**config.mk**
```make
export PLATFORM = sky130hd
export DESIGN_NAME = irq_enable_timers_stopwatch
export DESIGN_NICKNAME = d
export VERILOG_FILES = /design/src/irq_timers_pkg.sv /design/src/irq_enable_timers_stopwatch.sv /design/src/macrotick_timer.sv
export VERILOG_INCLUDE_DIRS = /design/src
export SDC_FILE = /design/constraint.sdc
export NUM_CORES = 1
export LEC_CHECK = 0
export ABC_CLOCK_PERIOD_IN_PS = 5700
export BUFFER_PORTS_ARGS = -buffer_cell sky130_fd_sc_hd__buf_2
export CAP_MARGIN = 20
export CORE_MARGIN = 2
export CORE_UTILIZATION = 30
export DETAILED_ROUTE_END_ITERATION = 8
export GPL_TIMING_DRIVEN = 0
export MAX_ROUTING_LAYER = met4
export PLACE_DENSITY = 0.54
export SLEW_MARGIN = 30
export SYNTH_ARGS = -nofsm -noshare
export SYNTH_HDL_FRONTEND = slang
export SYNTH_SLANG_ARGS = --single-unit
```
**constraint.sdc**
```tcl
create_clock -name i_clock -period 5.7 [get_ports i_clock]
set_clock_uncertainty 0.2 [all_clocks]
set_input_delay 1.14 -clock i_clock [delete_from_list [all_inputs] [get_ports i_clock]]
set_output_delay 1.14 -clock i_clock [all_outputs]
set_load 0.02 [all_outputs]
```
**src/irq_timers_defs.svh**
```systemverilog
// Register offsets, field positions and reset values of the event block.
// Assumes byte addressing on the host port, one aligned 32-bit word each.
`ifndef IRQ_TIMERS_DEFS_SVH
`define IRQ_TIMERS_DEFS_SVH

`define OFS_STATUS_EN_SET     8'h38
`define OFS_STATUS_EN_CLEAR   8'h3c
`define OFS_LINE_ENABLE       8'h40
`define OFS_CYCLE_TIMER       8'h44
`define OFS_TICK_TIMER        8'h48
`define OFS_STOPWATCH_CTRL    8'h4c
`define OFS_STOPWATCH_COUNTS  8'h50

`define STATUS_EN_MASK        32'h0203ffff
`define RST_STATUS_EN         32'h00000000
`define RST_LINE_EN           2'h0
`define RST_OFFSET            14'h0000
`define RST_CODE              7'h00
`define RST_CAPT_CYCLE        6'h00
`define RST_CHAN_COUNT        11'h000

`define LINE_ZERO_BIT         0
`define LINE_ONE_BIT          1

`define TMR_RUN_BIT           0
`define TMR_MODE_BIT          1
`define TMR_OFS_LSB           16
`define TMR_OFS_MSB           29
`define TMR_CODE_LSB          8
`define TMR_CODE_MSB          14

`define SW_ENABLE_BIT         0
`define SW_MODE_BIT           1
`define SW_EDGE_BIT           2
`define SW_SOFT_BIT           3
`define SW_PIN_BIT            4
`define SW_LINE0_BIT          5
`define SW_LINE1_BIT          6
`define SW_MT_LSB             16
`define SW_MT_MSB             29
`define SW_CYC_LSB            8
`define SW_CYC_MSB            13

`define CH_B_LSB              16
`define CH_B_MSB              26
`define CH_A_LSB              0
`define CH_A_MSB              10

`endif

```
**src/irq_timers_pkg.sv**
```systemverilog
// Types shared by the event block and its macrotick count timer.
// Assumes nothing beyond the defines header.
package irq_timers_pkg;
	typedef logic [13:0] macrotick_t;
	typedef logic [5:0]  cycle_t;
	typedef logic [10:0] chan_count_t;
	typedef enum logic [1:0] {TICK_STOPPED, TICK_COUNT, TICK_SPENT} tick_state_e;
endpackage

```
**src/irq_enable_timers_stopwatch.sv**
```systemverilog
// Status interrupt enables, line gates, two macrotick timers and stopwatch.
// Assumes the macrotick, cycle and channel counters come from the protocol
// engine, and i_poc_normal is high in the active or passive normal state.
`include "irq_timers_defs.svh"

module irq_enable_timers_stopwatch #(
	parameter int ADDR_WIDTH = 8
) (
	input  wire logic                        i_clock,
	input  wire logic                        i_rst,
	input  wire logic                        i_wr_en,
	input  wire logic                        i_rd_en,
	input  wire logic [ADDR_WIDTH-1:0]       i_addr,
	input  wire logic [31:0]                 i_wdata,
	output logic      [31:0]                 o_rdata,
	output logic                             o_rvalid,
	input  wire logic [31:0]                 i_status_flag_word,
	input  wire logic [31:0]                 i_status_line_select,
	input  wire logic                        i_poc_normal,
	input  wire logic                        i_macrotick_tick,
	input  wire irq_timers_pkg::macrotick_t  i_macrotick_value,
	input  wire irq_timers_pkg::cycle_t      i_cycle_count,
	input  wire irq_timers_pkg::chan_count_t i_chan_a_count,
	input  wire irq_timers_pkg::chan_count_t i_chan_b_count,
	input  wire logic                        i_stopwatch_trigger_pin,
	output logic                             o_irq_line_zero,
	output logic                             o_irq_line_one,
	output logic                             o_cycle_timer_pulse_out,
	output logic                             o_tick_timer_pulse_out,
	output logic                             o_cycle_timer_flag,
	output logic                             o_tick_timer_flag,
	output logic                             o_stopwatch_event
);
	logic [31:0]                 status_en;
	logic [1:0]                  line_en;
	irq_timers_pkg::macrotick_t  cyc_offset;
	logic [6:0]                  cyc_code;
	logic                        cyc_mode;
	logic                        cyc_run;
	logic                        cyc_spent;
	irq_timers_pkg::macrotick_t  tick_target;
	logic                        tick_mode;
	logic                        tick_run;
	logic                        sw_enable;
	logic                        sw_mode;
	logic                        sw_edge;
	logic                        sw_soft;
	logic                        sw_pin_allow;
	logic                        sw_line0_allow;
	logic                        sw_line1_allow;
	irq_timers_pkg::macrotick_t  captured_macrotick;
	irq_timers_pkg::cycle_t      captured_cycle;
	irq_timers_pkg::chan_count_t chan_a_captured_count;
	irq_timers_pkg::chan_count_t chan_b_captured_count;
	logic                        pin_prev;
	logic                        line0_prev;
	logic                        line1_prev;
	logic [31:0]                 rd_word;
	logic [31:0]                 pending;
	logic                        cyc_fire;
	logic                        cyc_active;
	logic                        tick_fire;
	logic                        pin_edge;
	logic                        hw_trigger;
	logic                        sw_event;
	logic                        wr_cyc;
	logic                        wr_tick;
	logic                        wr_ctrl;
	logic                        ctrl_conflict;

	function automatic logic hit(input logic [ADDR_WIDTH-1:0] addr,
		input logic [7:0] ofs);
		hit = (addr == ADDR_WIDTH'(ofs));
	endfunction

	// The leading one of the code gives the repetition, the bits below it
	// the base cycle; a zero code matches every cycle.
	function automatic logic cycle_match(input logic [6:0] code,
		input irq_timers_pkg::cycle_t cyc);
		logic [5:0] mask;
		mask = 6'h00;
		for (int k = 0; k < 6; k++) begin
			mask[k] = |(code >> (k + 1));
		end
		cycle_match = (((cyc ^ code[5:0]) & mask) == 6'h00);
	endfunction

	assign wr_cyc  = i_wr_en && hit(i_addr, `OFS_CYCLE_TIMER);
	assign wr_tick = i_wr_en && hit(i_addr, `OFS_TICK_TIMER);
	assign wr_ctrl = i_wr_en && hit(i_addr, `OFS_STOPWATCH_CTRL);
	assign ctrl_conflict = i_wdata[`SW_ENABLE_BIT] && i_wdata[`SW_SOFT_BIT];

	always_ff @(posedge i_clock) begin
		if (i_rst) begin
			status_en <= `RST_STATUS_EN;
		end else if (i_wr_en && hit(i_addr, `OFS_STATUS_EN_SET)) begin
			status_en <= status_en | (i_wdata & `STATUS_EN_MASK);
		end else if (i_wr_en && hit(i_addr, `OFS_STATUS_EN_CLEAR)) begin
			status_en <= status_en & ~i_wdata;
		end
	end

	always_ff @(posedge i_clock) begin
		if (i_rst) begin
			line_en <= `RST_LINE_EN;
		end else if (i_wr_en && hit(i_addr, `OFS_LINE_ENABLE)) begin
			line_en <= i_wdata[`LINE_ONE_BIT:`LINE_ZERO_BIT];
		end
	end

	assign pending = i_status_flag_word & status_en;

	always_ff @(posedge i_clock) begin
		if (i_rst) begin
			o_irq_line_zero <= 1'b0;
			o_irq_line_one  <= 1'b0;
		end else begin
			o_irq_line_zero <= line_en[`LINE_ZERO_BIT] &&
				|(pending & ~i_status_line_select);
			o_irq_line_one  <= line_en[`LINE_ONE_BIT] &&
				|(pending & i_status_line_select);
		end
	end

	// Configuration is expected only while the timer is stopped.
	always_ff @(posedge i_clock) begin
		if (i_rst) begin
			cyc_offset  <= `RST_OFFSET;
			cyc_code    <= `RST_CODE;
			cyc_mode    <= 1'b0;
			cyc_run     <= 1'b0;
			tick_target <= `RST_OFFSET;
			tick_mode   <= 1'b0;
			tick_run    <= 1'b0;
		end else begin
			if (wr_cyc) begin
				cyc_offset <= i_wdata[`TMR_OFS_MSB:`TMR_OFS_LSB];
				cyc_code   <= i_wdata[`TMR_CODE_MSB:`TMR_CODE_LSB];
				cyc_mode   <= i_wdata[`TMR_MODE_BIT];
				cyc_run    <= i_wdata[`TMR_RUN_BIT];
			end
			if (wr_tick) begin
				tick_target <= i_wdata[`TMR_OFS_MSB:`TMR_OFS_LSB];
				tick_mode   <= i_wdata[`TMR_MODE_BIT];
				tick_run    <= i_wdata[`TMR_RUN_BIT];
			end
		end
	end

	assign cyc_active = cyc_run && i_poc_normal;
	assign cyc_fire = cyc_active && !cyc_spent && i_macrotick_tick &&
		(i_macrotick_value == cyc_offset) &&
		cycle_match(cyc_code, i_cycle_count);

	always_ff @(posedge i_clock) begin
		// A fire in the cycle of a rewrite wins, so that rewrite does not re-arm the shot.
		if (i_rst) begin
			cyc_spent <= 1'b0;
		end else if (cyc_fire && !cyc_mode) begin
			cyc_spent <= 1'b1;
		end else if (wr_cyc) begin
			cyc_spent <= 1'b0;
		end
	end

	always_ff @(posedge i_clock) begin
		if (i_rst) begin
			o_cycle_timer_pulse_out <= 1'b0;
			o_cycle_timer_flag      <= 1'b0;
		end else begin
			o_cycle_timer_flag <= cyc_fire;
			if (!cyc_active) begin
				o_cycle_timer_pulse_out <= 1'b0;
			end else if (cyc_fire) begin
				o_cycle_timer_pulse_out <= 1'b1;
			end else if (i_macrotick_tick) begin
				o_cycle_timer_pulse_out <= 1'b0;
			end
		end
	end

	macrotick_timer #(
		.COUNT_WIDTH (14)
	) u_tick_timer (
		.i_clock      (i_clock),
		.i_rst        (i_rst),
		.i_tick       (i_macrotick_tick),
		.i_enable     (tick_run && i_poc_normal),
		.i_continuous (tick_mode),
		.i_restart    (wr_tick),
		.i_target     (tick_target),
		.o_pulse      (o_tick_timer_pulse_out),
		.o_fire       (tick_fire)
	);

	always_ff @(posedge i_clock) begin
		if (i_rst) begin
			o_tick_timer_flag <= 1'b0;
		end else begin
			o_tick_timer_flag <= tick_fire;
		end
	end

	always_ff @(posedge i_clock) begin
		if (i_rst) begin
			pin_prev   <= 1'b0;
			line0_prev <= 1'b0;
			line1_prev <= 1'b0;
		end else begin
			pin_prev   <= i_stopwatch_trigger_pin;
			line0_prev <= o_irq_line_zero;
			line1_prev <= o_irq_line_one;
		end
	end

	assign pin_edge = sw_edge ? (i_stopwatch_trigger_pin && !pin_prev) :
		(!i_stopwatch_trigger_pin && pin_prev);
	assign hw_trigger = sw_enable && (
		(sw_pin_allow && pin_edge) ||
		(sw_line0_allow && o_irq_line_zero && !line0_prev) ||
		(sw_line1_allow && o_irq_line_one && !line1_prev));
	assign sw_event = hw_trigger || sw_soft;

	// Hardware clears first; an accepted host write then takes priority.
	always_ff @(posedge i_clock) begin
		if (i_rst) begin
			sw_enable      <= 1'b0;
			sw_mode        <= 1'b0;
			sw_edge        <= 1'b0;
			sw_soft        <= 1'b0;
			sw_pin_allow   <= 1'b0;
			sw_line0_allow <= 1'b0;
			sw_line1_allow <= 1'b0;
		end else begin
			if (sw_event) begin
				sw_soft <= 1'b0;
				if (!sw_mode) begin
					sw_enable <= 1'b0;
				end
			end
			if (wr_ctrl && !ctrl_conflict) begin
				sw_enable      <= i_wdata[`SW_ENABLE_BIT];
				sw_mode        <= i_wdata[`SW_MODE_BIT];
				sw_edge        <= i_wdata[`SW_EDGE_BIT];
				sw_pin_allow   <= i_wdata[`SW_PIN_BIT];
				sw_line0_allow <= i_wdata[`SW_LINE0_BIT];
				sw_line1_allow <= i_wdata[`SW_LINE1_BIT];
				if (!sw_enable) begin
					sw_soft <= i_wdata[`SW_SOFT_BIT];
				end
			end
		end
	end

	always_ff @(posedge i_clock) begin
		if (i_rst) begin
			captured_macrotick    <= `RST_OFFSET;
			captured_cycle        <= `RST_CAPT_CYCLE;
			chan_a_captured_count <= `RST_CHAN_COUNT;
			chan_b_captured_count <= `RST_CHAN_COUNT;
			o_stopwatch_event     <= 1'b0;
		end else begin
			o_stopwatch_event <= sw_event;
			if (sw_event) begin
				captured_macrotick    <= i_macrotick_value;
				captured_cycle        <= i_cycle_count;
				chan_a_captured_count <= i_chan_a_count;
				chan_b_captured_count <= i_chan_b_count;
			end
		end
	end

	always_comb begin
		rd_word = 32'h00000000;
		if (hit(i_addr, `OFS_STATUS_EN_SET) ||
			hit(i_addr, `OFS_STATUS_EN_CLEAR)) begin
			rd_word = status_en;
		end else if (hit(i_addr, `OFS_LINE_ENABLE)) begin
			rd_word[`LINE_ONE_BIT:`LINE_ZERO_BIT] = line_en;
		end else if (hit(i_addr, `OFS_CYCLE_TIMER)) begin
			rd_word[`TMR_OFS_MSB:`TMR_OFS_LSB]   = cyc_offset;
			rd_word[`TMR_CODE_MSB:`TMR_CODE_LSB] = cyc_code;
			rd_word[`TMR_MODE_BIT]               = cyc_mode;
			rd_word[`TMR_RUN_BIT]                = cyc_run;
		end else if (hit(i_addr, `OFS_TICK_TIMER)) begin
			rd_word[`TMR_OFS_MSB:`TMR_OFS_LSB] = tick_target;
			rd_word[`TMR_MODE_BIT]             = tick_mode;
			rd_word[`TMR_RUN_BIT]              = tick_run;
		end else if (hit(i_addr, `OFS_STOPWATCH_CTRL)) begin
			rd_word[`SW_MT_MSB:`SW_MT_LSB]   = captured_macrotick;
			rd_word[`SW_CYC_MSB:`SW_CYC_LSB] = captured_cycle;
			rd_word[`SW_LINE1_BIT]           = sw_line1_allow;
			rd_word[`SW_LINE0_BIT]           = sw_line0_allow;
			rd_word[`SW_PIN_BIT]             = sw_pin_allow;
			rd_word[`SW_SOFT_BIT]            = sw_soft;
			rd_word[`SW_EDGE_BIT]            = sw_edge;
			rd_word[`SW_MODE_BIT]            = sw_mode;
			rd_word[`SW_ENABLE_BIT]          = sw_enable;
		end else if (hit(i_addr, `OFS_STOPWATCH_COUNTS)) begin
			rd_word[`CH_B_MSB:`CH_B_LSB] = chan_b_captured_count;
			rd_word[`CH_A_MSB:`CH_A_LSB] = chan_a_captured_count;
		end
	end

	always_ff @(posedge i_clock) begin
		if (i_rst) begin
			o_rdata  <= 32'h00000000;
			o_rvalid <= 1'b0;
		end else begin
			o_rvalid <= i_rd_en;
			if (i_rd_en) begin
				o_rdata <= rd_word;
			end
		end
	end

	a_enable_set: assert property (@(posedge i_clock) disable iff (i_rst)
		i_wr_en && hit(i_addr, `OFS_STATUS_EN_SET) |=>
		((status_en & $past(i_wdata) & `STATUS_EN_MASK) ==
		($past(i_wdata) & `STATUS_EN_MASK)) &&
		((status_en & ~$past(i_wdata)) == $past(status_en & ~i_wdata)))
		else $error("enable set write wrong");
	a_enable_clear: assert property (@(posedge i_clock) disable iff (i_rst)
		i_wr_en && hit(i_addr, `OFS_STATUS_EN_CLEAR) |=>
		((status_en & $past(i_wdata)) == 32'h00000000))
		else $error("enable clear write wrong");
	a_enable_read: assert property (@(posedge i_clock) disable iff (i_rst)
		i_rd_en && (hit(i_addr, `OFS_STATUS_EN_SET) ||
		hit(i_addr, `OFS_STATUS_EN_CLEAR)) |=> o_rdata == $past(status_en))
		else $error("enable read differs");
	a_line_gate: assert property (@(posedge i_clock) disable iff (i_rst)
		o_irq_line_one |-> $past(line_en[`LINE_ONE_BIT]) &&
		$past(|(pending & i_status_line_select)))
		else $error("line one asserted without gate");
	a_cycle_stop: assert property (@(posedge i_clock) disable iff (i_rst)
		!cyc_active |=> !o_cycle_timer_pulse_out)
		else $error("cycle pulse not low after stop");
	a_cycle_pulse: assert property (@(posedge i_clock) disable iff (i_rst)
		$rose(o_cycle_timer_pulse_out) |-> o_cycle_timer_flag &&
		$past(i_macrotick_value == cyc_offset))
		else $error("cycle pulse without offset match");
	a_soft_clear: assert property (@(posedge i_clock) disable iff (i_rst)
		sw_soft && !wr_ctrl |=> !sw_soft && o_stopwatch_event)
		else $error("soft trigger not cleared");
	a_conflict_ignore: assert property (@(posedge i_clock) disable iff (i_rst)
		wr_ctrl && ctrl_conflict && !sw_event |=>
		sw_enable == $past(sw_enable) && sw_soft == $past(sw_soft))
		else $error("conflicting write took effect");
	a_single_shot: assert property (@(posedge i_clock) disable iff (i_rst)
		hw_trigger && !sw_mode && !wr_ctrl |=> !sw_enable)
		else $error("single-shot did not clear enable");
	a_capture_value: assert property (@(posedge i_clock) disable iff (i_rst)
		sw_event |=> captured_macrotick == $past(i_macrotick_value) &&
		chan_b_captured_count == $past(i_chan_b_count))
		else $error("capture value wrong");
	a_capture_hold: assert property (@(posedge i_clock) disable iff (i_rst)
		!sw_event |=> $stable(captured_cycle) && $stable(chan_a_captured_count))
		else $error("capture changed without event");

	c_pin_capture: cover property (@(posedge i_clock) disable iff (i_rst)
		sw_enable && sw_pin_allow && pin_edge);
	c_cycle_fire: cover property (@(posedge i_clock) disable iff (i_rst)
		cyc_fire && cyc_mode);
	c_line_trigger: cover property (@(posedge i_clock) disable iff (i_rst)
		hw_trigger && sw_line0_allow && !sw_pin_allow);
	c_soft_capture: cover property (@(posedge i_clock) disable iff (i_rst)
		sw_soft ##1 o_stopwatch_event);
endmodule // irq_enable_timers_stopwatch

```
**src/macrotick_timer.sv**
```systemverilog
// Macrotick count timer with a one-macrotick pulse output.
// Assumes i_tick is a one-cycle pulse per macrotick.
module macrotick_timer #(
	parameter int COUNT_WIDTH = 14
) (
	input  wire logic                   i_clock,
	input  wire logic                   i_rst,
	input  wire logic                   i_tick,
	input  wire logic                   i_enable,
	input  wire logic                   i_continuous,
	input  wire logic                   i_restart,
	input  wire logic [COUNT_WIDTH-1:0] i_target,
	output logic                        o_pulse,
	output logic                        o_fire
);
	irq_timers_pkg::tick_state_e state;
	logic [COUNT_WIDTH-1:0]      count;
	logic [COUNT_WIDTH-1:0]      next_count;
	logic                        fire;

	assign next_count = count + {{(COUNT_WIDTH-1){1'b0}}, 1'b1};
	assign fire = (state == irq_timers_pkg::TICK_COUNT) && i_enable &&
		i_tick && (next_count == i_target);

	// Counting holds while the protocol is outside normal operation.
	always_ff @(posedge i_clock) begin
		if (i_rst || i_restart) begin
			state <= irq_timers_pkg::TICK_STOPPED;
			count <= '0;
		end else begin
			case (state)
				irq_timers_pkg::TICK_STOPPED: begin
					if (i_enable) begin
						state <= irq_timers_pkg::TICK_COUNT;
					end
				end
				irq_timers_pkg::TICK_COUNT: begin
					if (fire) begin
						count <= '0;
						if (!i_continuous) begin
							state <= irq_timers_pkg::TICK_SPENT;
						end
					end else if (i_enable && i_tick) begin
						count <= next_count;
					end
				end
				default: begin
					state <= irq_timers_pkg::TICK_SPENT;
				end
			endcase
		end
	end

	always_ff @(posedge i_clock) begin
		if (i_rst) begin
			o_pulse <= 1'b0;
			o_fire  <= 1'b0;
		end else begin
			o_fire <= fire;
			if (!i_enable) begin
				o_pulse <= 1'b0;
			end else if (fire) begin
				o_pulse <= 1'b1;
			end else if (i_tick) begin
				o_pulse <= 1'b0;
			end
		end
	end

	a_tick_stop_low: assert property (@(posedge i_clock) disable iff (i_rst)
		!i_enable |=> !o_pulse)
		else $error("tick pulse not low after stop");
	a_tick_fire_pulse: assert property (@(posedge i_clock) disable iff (i_rst)
		$rose(o_pulse) |-> o_fire && $past(next_count == i_target))
		else $error("tick pulse rose without reaching the count");
	a_tick_single: assert property (@(posedge i_clock) disable iff (i_rst)
		o_fire && !$past(i_continuous) && !$past(i_restart)
		|-> state == irq_timers_pkg::TICK_SPENT)
		else $error("single-shot tick timer did not stop");
	c_tick_fire: cover property (@(posedge i_clock) disable iff (i_rst)
		o_fire && i_continuous);
endmodule // macrotick_timer

```
==> results.json, run 1 <==
{
  "run_status": "complete, no violations",
  "floorplan.core_area_mm2": 0.0280,
  "crit_family": "compound AO/OA/AOI/OAI gates",
  "clock_latency_ns": 0.45,
  "critical_path_cell_count": 9,
  "endpoint_kind": "flop",
  "period_share_pct": 59.8,
  "max-clock-path-buffers": 2,
  "vias": 8613,
  "timing.hold.worst.class": "reg -> reg",
  "cpMostUsedCell": "sky130_fd_sc_hd__buf_2",
  "grt_usage_pct": 22.9,
  "firstDrtPassIters": 6,
  "route.antenna.remaining_nets": 0,
  "power.static_leakage_uw": 0.00431,
  "postSynth.asyncResetShare_pct": 0,
  "synth_area_mm2": 0.00860,
  "detail_route.iter0.violations": 787,
  "whs_ns": 0.264,
  "timing.critical_path.cells": "buf_2 > or3_1 > buf_2 > nor4_2 > buf_2 > a221oi_1 > a211oi_1 > a21oi_1 > a211oi_1",
  "avgViaCountPerCell": 5.29,
  "grt_first_pass_wirelength_mm": 50.2,
  "grt_pass1_vias": 8006,
  "final.min_clock_period_ns": 3.41,
  "syn_area_per_cell_um2": 8.38,
  "postCtsSetupBuffers": 0,
  "h-tree-depth": 4,
  "max-slew-margin-rel_pct": 45.4,
  "globalRouteMet2Util_pct": 34.3,
  "utilization_pct": 38.1,
  "die_width_um": 173,
  "dpl.hpwl_mm": 27.3,
  "numPortBuffers": 189,
  "final_hold_vio_count": 0,
  "clk_transition_reported_paths_ns": 0.08,
  "worst-endpoint-arrival_ns": 3.57,
  "ir_worst_vdd_mv": 0.204,
  "min_from": "u_tick_timer.o_fire$_SDFF_PP0_",
  "die_area_mm2": 0.0301,
  "routedWlPerCell_um": 21.1,
  "rows": 61,
  "cts_tree": "done",
  "antenna_found_initial": 2,
  "cp_buf_inv_count": 3,
  "cap_viol_max_count": 0,
  "grt_overflow": 0,
  "cts_num_sinks": 183,
  "cts-resized-gates": 0,
  "max_freq_mhz": 294,
  "routed_wirelength_mm": 34.4,
  "setup_tns_ns": 0,
  "crit_required_ns": 5.87,
  "start_util_pct": 30.7,
  "hold-path-cell-count": 1,
  "layout.cells.non_filler": 1629,
  "grt_max_degree": 22,
  "share_comb_of_total_power_pct": 7.7,
  "largest_stage_delay_worst_path_ns": 0.53,
  "worstSetupStartpointType": "input pin",
  "route.detailed.drc": 0,
  "finalSetupViolCount": 0,
  "netlist_instances": 1027,
  "cts-root-buf": "sky130_fd_sc_hd__clkbuf_16",
  "power.net_switching_uw": 777,
  "die_h_um": 173,
  "ff2ff_path_depth": 8,
  "cpMaxStageDelayCell": "sky130_fd_sc_hd__a211oi_1",
  "post-place-cells": 1594,
  "ys_seq_elements": 183,
  "gp_congestion": 0.911,
  "critical_path_peak_fanout": 10,
  "timing.rr.start": "u_tick_timer.count[0]$_SDFFE_PP0P_",
  "switching_share_pct": 28.3,
  "power_report.internal_total_uw": 1960,
  "hold_fix_buffer_count_after_cts": 0,
  "synth.lib_cells_used.distinct": 62,
  "globalRouteMet3Util_pct": 3.88,
  "power_density_of_the_placed_cells_mw_per_mm2": 257,
  "area_grow_syn2layout_pct": 23.9,
  "final_max_slew_viol_count": 0,
  "synth_nets": 1181,
  "clkPwrFrac_pct": 45.0,
  "actual_transition_at_the_worst_max_transition_pin_ns": 0.812,
  "rsz0062_at_grt": "no",
  "cp-startpoint": "i_addr[7]",
  "busiest_layer": "met2",
  "timing.setup.critical_path_class": "in -> reg",
  "io-pin-count": 193,
  "synth.yosys.warnings": 0,
  "synth_edf_count": 0,
  "groute.layer.met1.usage_pct": 31.6,
  "layout.filler_cells": 2998,
  "seqPwrFrac_pct": 47.3,
  "num_cts_buffers": 17,
  "ys_seq_area_share_pct": 42.6,
  "post_route_cells_drive_above_1_share_pct": 20.9,
  "design.final.nets": 1389,
  "synth-main-ff-cell": "sky130_fd_sc_hd__dfxtp_1"
}
power by group through the flow:
stage / combinational, µW / sequential (µW) / clock, µW
finish: 211 / 1300 / 1230
global route: 225 / 1300 / 1300
CTS: 209 / 1300 / 1240
detailed placement: 208 / 1330 / 0
global placement: 208 / 1330 / 0
floorplan: 67.8 / 1340 / 0
per-layer routing:
metal	part of all wire [%]	wire [µm]	vias up
met5	0	0	-
met4	2.5	856	0
met3	5.9	2030	46
met2	45	15300	307
met1	47	16200	4145
li1	-	-	4115
cell type report:
type | count | area (µm²) | area share [%]
multi-input combinational | 766 | 4580 | 43.0
sequential | 183 | 3660 | 34.4
timing repair buffer | 189 | 946 | 8.87
tap | 378 | 473 | 4.44
clock buffer | 17 | 425 | 3.99
buffer | 71 | 340 | 3.19
clock inverter | 15 | 196 | 1.84
inverter | 7 | 26.3 | 0.247
antenna | 3 | 7.51 | 0.0704
logic make-up (layout without fill, tap and decap cells):
| family | Yosys count | after routing | synth area share (%) |
|---|---|---|---|
| AOI/OAI and AO/OA | 213 | 213 | 16.3 |
| xor gates and xnor gates | 49 | 49 | 4.99 |
| adders and majority gates | 1 | 1 | 0.145 |
| buffers and inverters | 78 | 299 | 4.26 |
| DFF | 183 | 183 | 42.6 |
| muxes | 68 | 68 | 7.91 |
| other | 0 | 3 | 0 |
| and+or+nand+nor | 435 | 435 | 23.8 |
layout by cell type, fill, tap and decap left out, types with 19 or more instances in the layout:
cell type                  Yosys  layout
sky130_fd_sc_hd__mux2i_1      68      68
sky130_fd_sc_hd__a221oi_1     19      19
sky130_fd_sc_hd__a211oi_1     21      21
sky130_fd_sc_hd__nand3_1      51      51
sky130_fd_sc_hd__nand2b_1     23      23
sky130_fd_sc_hd__nor3_1       36      36
sky130_fd_sc_hd__nand2_1     136     136
sky130_fd_sc_hd__nor2_1      119     119
sky130_fd_sc_hd__o21ai_0      22      22
sky130_fd_sc_hd__a311oi_1     22      22
sky130_fd_sc_hd__a21oi_1      76      76
sky130_fd_sc_hd__buf_2        18     207
sky130_fd_sc_hd__clkbuf_1     43      43
sky130_fd_sc_hd__dfxtp_1     183     183
sky130_fd_sc_hd__xor2_1       31      31
sky130_fd_sc_hd__o22ai_1      24      24
cells in the mapped netlist (all sizes together) (2+ instances only):
library cell | count | area, µm²
a211oi | 23 | 183
a21oi | 76 | 380
a221oi | 19 | 166
a22oi | 6 | 45.0
a311oi | 22 | 193
a31oi | 2 | 12.5
and3 | 3 | 20.0
and3b | 2 | 17.5
and4 | 4 | 37.5
buf | 27 | 165
clkbuf | 44 | 175
dfxtp | 183 | 3660
inv | 7 | 26.3
mux2i | 68 | 681
nand2 | 136 | 510
nand2b | 23 | 144
nand3 | 51 | 255
nand4 | 18 | 113
nand4b | 2 | 17.5
nor2 | 119 | 447
nor2b | 6 | 37.5
nor3 | 38 | 200
nor3b | 4 | 35.0
nor4 | 16 | 113
o211ai | 4 | 30.0
o21ai | 22 | 110
o221ai | 2 | 17.5
o22a | 2 | 17.5
o22ai | 24 | 150
or3 | 3 | 18.8
or4 | 4 | 33.8
xnor2 | 18 | 158
xor2 | 31 | 272
stage by stage:
stage               area (µm²)  total power [µW]  setup slack, ns
detailed placement       10000              1530             1.86
finish                   10700              2740             2.29
global placement         10000              1530             1.87
global route             10700              2820             2.23
floorplan                 8600              1400             2.68
CTS                      10600              2750             2.30
final timing paths:
kind | endpoint | slack (ns)
min | o_tick_timer_flag$_SDFF_PP0_ | 0.26
max reg2reg | u_tick_timer.count[2]$_SDFFE_PP0P_ | 2.74
max | o_rdata[22]$_SDFFE_PP0P_ | 2.29
min reg2reg | o_tick_timer_flag$_SDFF_PP0_ | 0.26
Note: power is estimated with default switching activity, not from simulation.
==> inputs of run 2 (changes only) <==
--- a/config.mk
+++ b/config.mk
@@ -6,7 +6,7 @@
 export SDC_FILE = /design/constraint.sdc
 export NUM_CORES = 1
 export LEC_CHECK = 0
-export ABC_CLOCK_PERIOD_IN_PS = 5700
+export ABC_CLOCK_PERIOD_IN_PS = 2900
 export BUFFER_PORTS_ARGS = -buffer_cell sky130_fd_sc_hd__buf_2
 export CAP_MARGIN = 20
 export CORE_MARGIN = 2
@@ -14,7 +14,7 @@
 export DETAILED_ROUTE_END_ITERATION = 8
 export GPL_TIMING_DRIVEN = 0
 export MAX_ROUTING_LAYER = met4
-export PLACE_DENSITY = 0.54
+export PLACE_DENSITY = 0.56
 export SLEW_MARGIN = 30
 export SYNTH_ARGS = -nofsm -noshare
 export SYNTH_HDL_FRONTEND = slang
==> constraint.sdc (replaced) <==
create_clock -name i_clock -period 2.9 [get_ports i_clock]
set_clock_uncertainty 0.2 [all_clocks]
set_input_delay 0.58 -clock i_clock [delete_from_list [all_inputs] [get_ports i_clock]]
set_output_delay 0.58 -clock i_clock [all_outputs]
set_load 0.02 [all_outputs]
==> run 2 against run 1 <==
Total power grew 100%. Count of clock-buffer cells in the layout is the same. Via count grew 0.73%. Worst setup slack lost 2.2 ns.
==> results.json, run 2 (synthesis results as in run 1) <==
{
  "ff2ff_path_depth": 8,
  "routedWlPerCell_um": 21.1,
  "rows": 61,
  "power_density_of_the_placed_cells_mw_per_mm2": 513,
  "critical_path_peak_fanout": 10,
  "io-pin-count": 193,
  "routed_wirelength_mm": 34.3,
  "final_hold_vio_count": 0,
  "cpMostUsedCell": "sky130_fd_sc_hd__buf_2",
  "antenna_found_initial": 2,
  "numPortBuffers": 189,
  "cts_tree": "done",
  "grt_first_pass_wirelength_mm": 50.8,
  "cpMaxStageDelayCell": "sky130_fd_sc_hd__a211oi_1",
  "h-tree-depth": 4,
  "layout.filler_cells": 2993,
  "route.detailed.drc": 0,
  "max-slew-margin-rel_pct": 44.8,
  "timing.hold.worst.class": "in -> reg",
  "grt_overflow": 0,
  "clock_latency_ns": 0.45,
  "cts_num_sinks": 183,
  "vias": 8676,
  "hold-path-cell-count": 2,
  "r2r_setup_slack_ns": 0.22,
  "die_h_um": 173,
  "period_share_pct": 97.9,
  "actual_transition_at_the_worst_max_transition_pin_ns": 0.827,
  "post_route_cells_drive_above_1_share_pct": 21.5,
  "num_cts_buffers": 17,
  "endpoint_kind": "flop",
  "cap_viol_max_count": 0,
  "area_grow_syn2layout_pct": 24.6,
  "hold_fix_buffer_count_after_cts": 0,
  "floorplan.core_area_mm2": 0.0280,
  "timing.setup.critical_path_class": "in -> reg",
  "power.static_leakage_uw": 0.00434,
  "route.antenna.remaining_nets": 0,
  "grt_pass1_vias": 8181,
  "final_max_slew_viol_count": 0,
  "timing.critical_path.cells": "buf_2 > or3_1 > buf_2 > nor4_2 > buf_2 > a221oi_1 > a211oi_1 > a21oi_1 > a211oi_1",
  "avgViaCountPerCell": 5.33,
  "highest_count_cells_in_the_layout_ignoring_fill_and_taps": "sky130_fd_sc_hd__buf_2, sky130_fd_sc_hd__dfxtp_1, sky130_fd_sc_hd__nand2_1",
  "detail_route.iter0.violations": 721,
  "worst-endpoint-arrival_ns": 3.01,
  "design.final.nets": 1389,
  "grt_max_degree": 21,
  "run_status": "complete, no violations",
  "largest_stage_delay_worst_path_ns": 0.50,
  "start_util_pct": 30.7,
  "die_area_mm2": 0.0301,
  "gp_congestion": 0.915,
  "max-clock-path-buffers": 2,
  "ir_worst_vdd_mv": 0.443,
  "multi_input_area_mm2": 0.00462,
  "firstDrtPassIters": 5,
  "layout_commonest_cell": "sky130_fd_sc_hd__buf_2",
  "clk_transition_reported_paths_ns": 0.08,
  "grt_usage_pct": 23.0,
  "combined_flip_flop_and_latch_cell_area_mm2": 0.00366,
  "utilization_pct": 38.3,
  "die_width_um": 173,
  "cts-root-buf": "sky130_fd_sc_hd__clkbuf_16",
  "max_freq_mhz": 352,
  "dpl.hpwl_mm": 27.4,
  "crit_required_ns": 3.07,
  "finalSetupViolCount": 0,
  "final.min_clock_period_ns": 2.84,
  "worstSetupStartpointType": "input pin",
  "setup_tns_ns": 0
}
-- run 2: repair_timing --
action                                  in CTS  in global routing
endpoints found under the setup margin       0                 17
gates resized for setup                      0                  9
buffers inserted                             0                  0
-- run 2: final timing paths --
check                                     start                            endpoint
max                                   i_addr[7]            o_rdata[17]$_SDFFE_PP0P_
min reg2reg      u_tick_timer.o_fire$_SDFF_PP0_        o_tick_timer_flag$_SDFF_PP0_
max reg2reg  u_tick_timer.count[0]$_SDFFE_PP0P_  u_tick_timer.count[3]$_SDFFE_PP0P_
min                                 i_wdata[31]          status_en[31]$_SDFFE_PP0P_
-- run 2: per-stage QoR --
stage	worst slack [ns]	std cells	hold slack, ns	instance area, µm²	power, µW
after floorplan	0.445	1027	0.214	8600	2760
after global placement	-0.427	1594	0.256	10000	3020
after detailed placement	-0.386	1594	0.258	10000	3010
after CTS	0.0509	1626	0.0978	10700	5520
after global routing	-0.0177	1628	0.111	10700	5670
final	0.0623	1628	0.106	10700	5510
-- run 2: power breakdown --
group          switching (µW)  internal (µW)
clock network            1200           1340
registers                14.9           2530
logic                     272            144
total                    1490           4020
-- run 2: area by class of cell --
type                            instances  area share [%]
Multi-Input combinational cell        766            43.1
Sequential cell                       183            34.2
Timing Repair Buffer                  189            8.82
Tap cell                              378            4.41
Clock buffer                           17            3.97
Buffer                                 71            3.17
Clock inverter                         15            2.11
Inverter                                7           0.245
Antenna cell                            2          0.0467
-- run 2: layer usage --
metal / part of all wire (%) / track usage (%) / wire length, µm / up-vias
met5: 0 / - / 0 / -
met4: 2.4 / 7.42 / 817 / 0
met3: 6.6 / 3.38 / 2250 / 44
met2: 45 / 34.9 / 15600 / 332
met1: 46 / 31.4 / 15600 / 4179
li1: - / - / - / 4121
-- run 2: critical path: cells and delay by family --
family | cells | cell delay [ns]
AND/OR/NAND/NOR | 2 | 0.73
buffers and inverters | 3 | 0.64
AO/OA/AOI/OAI | 4 | 1.04
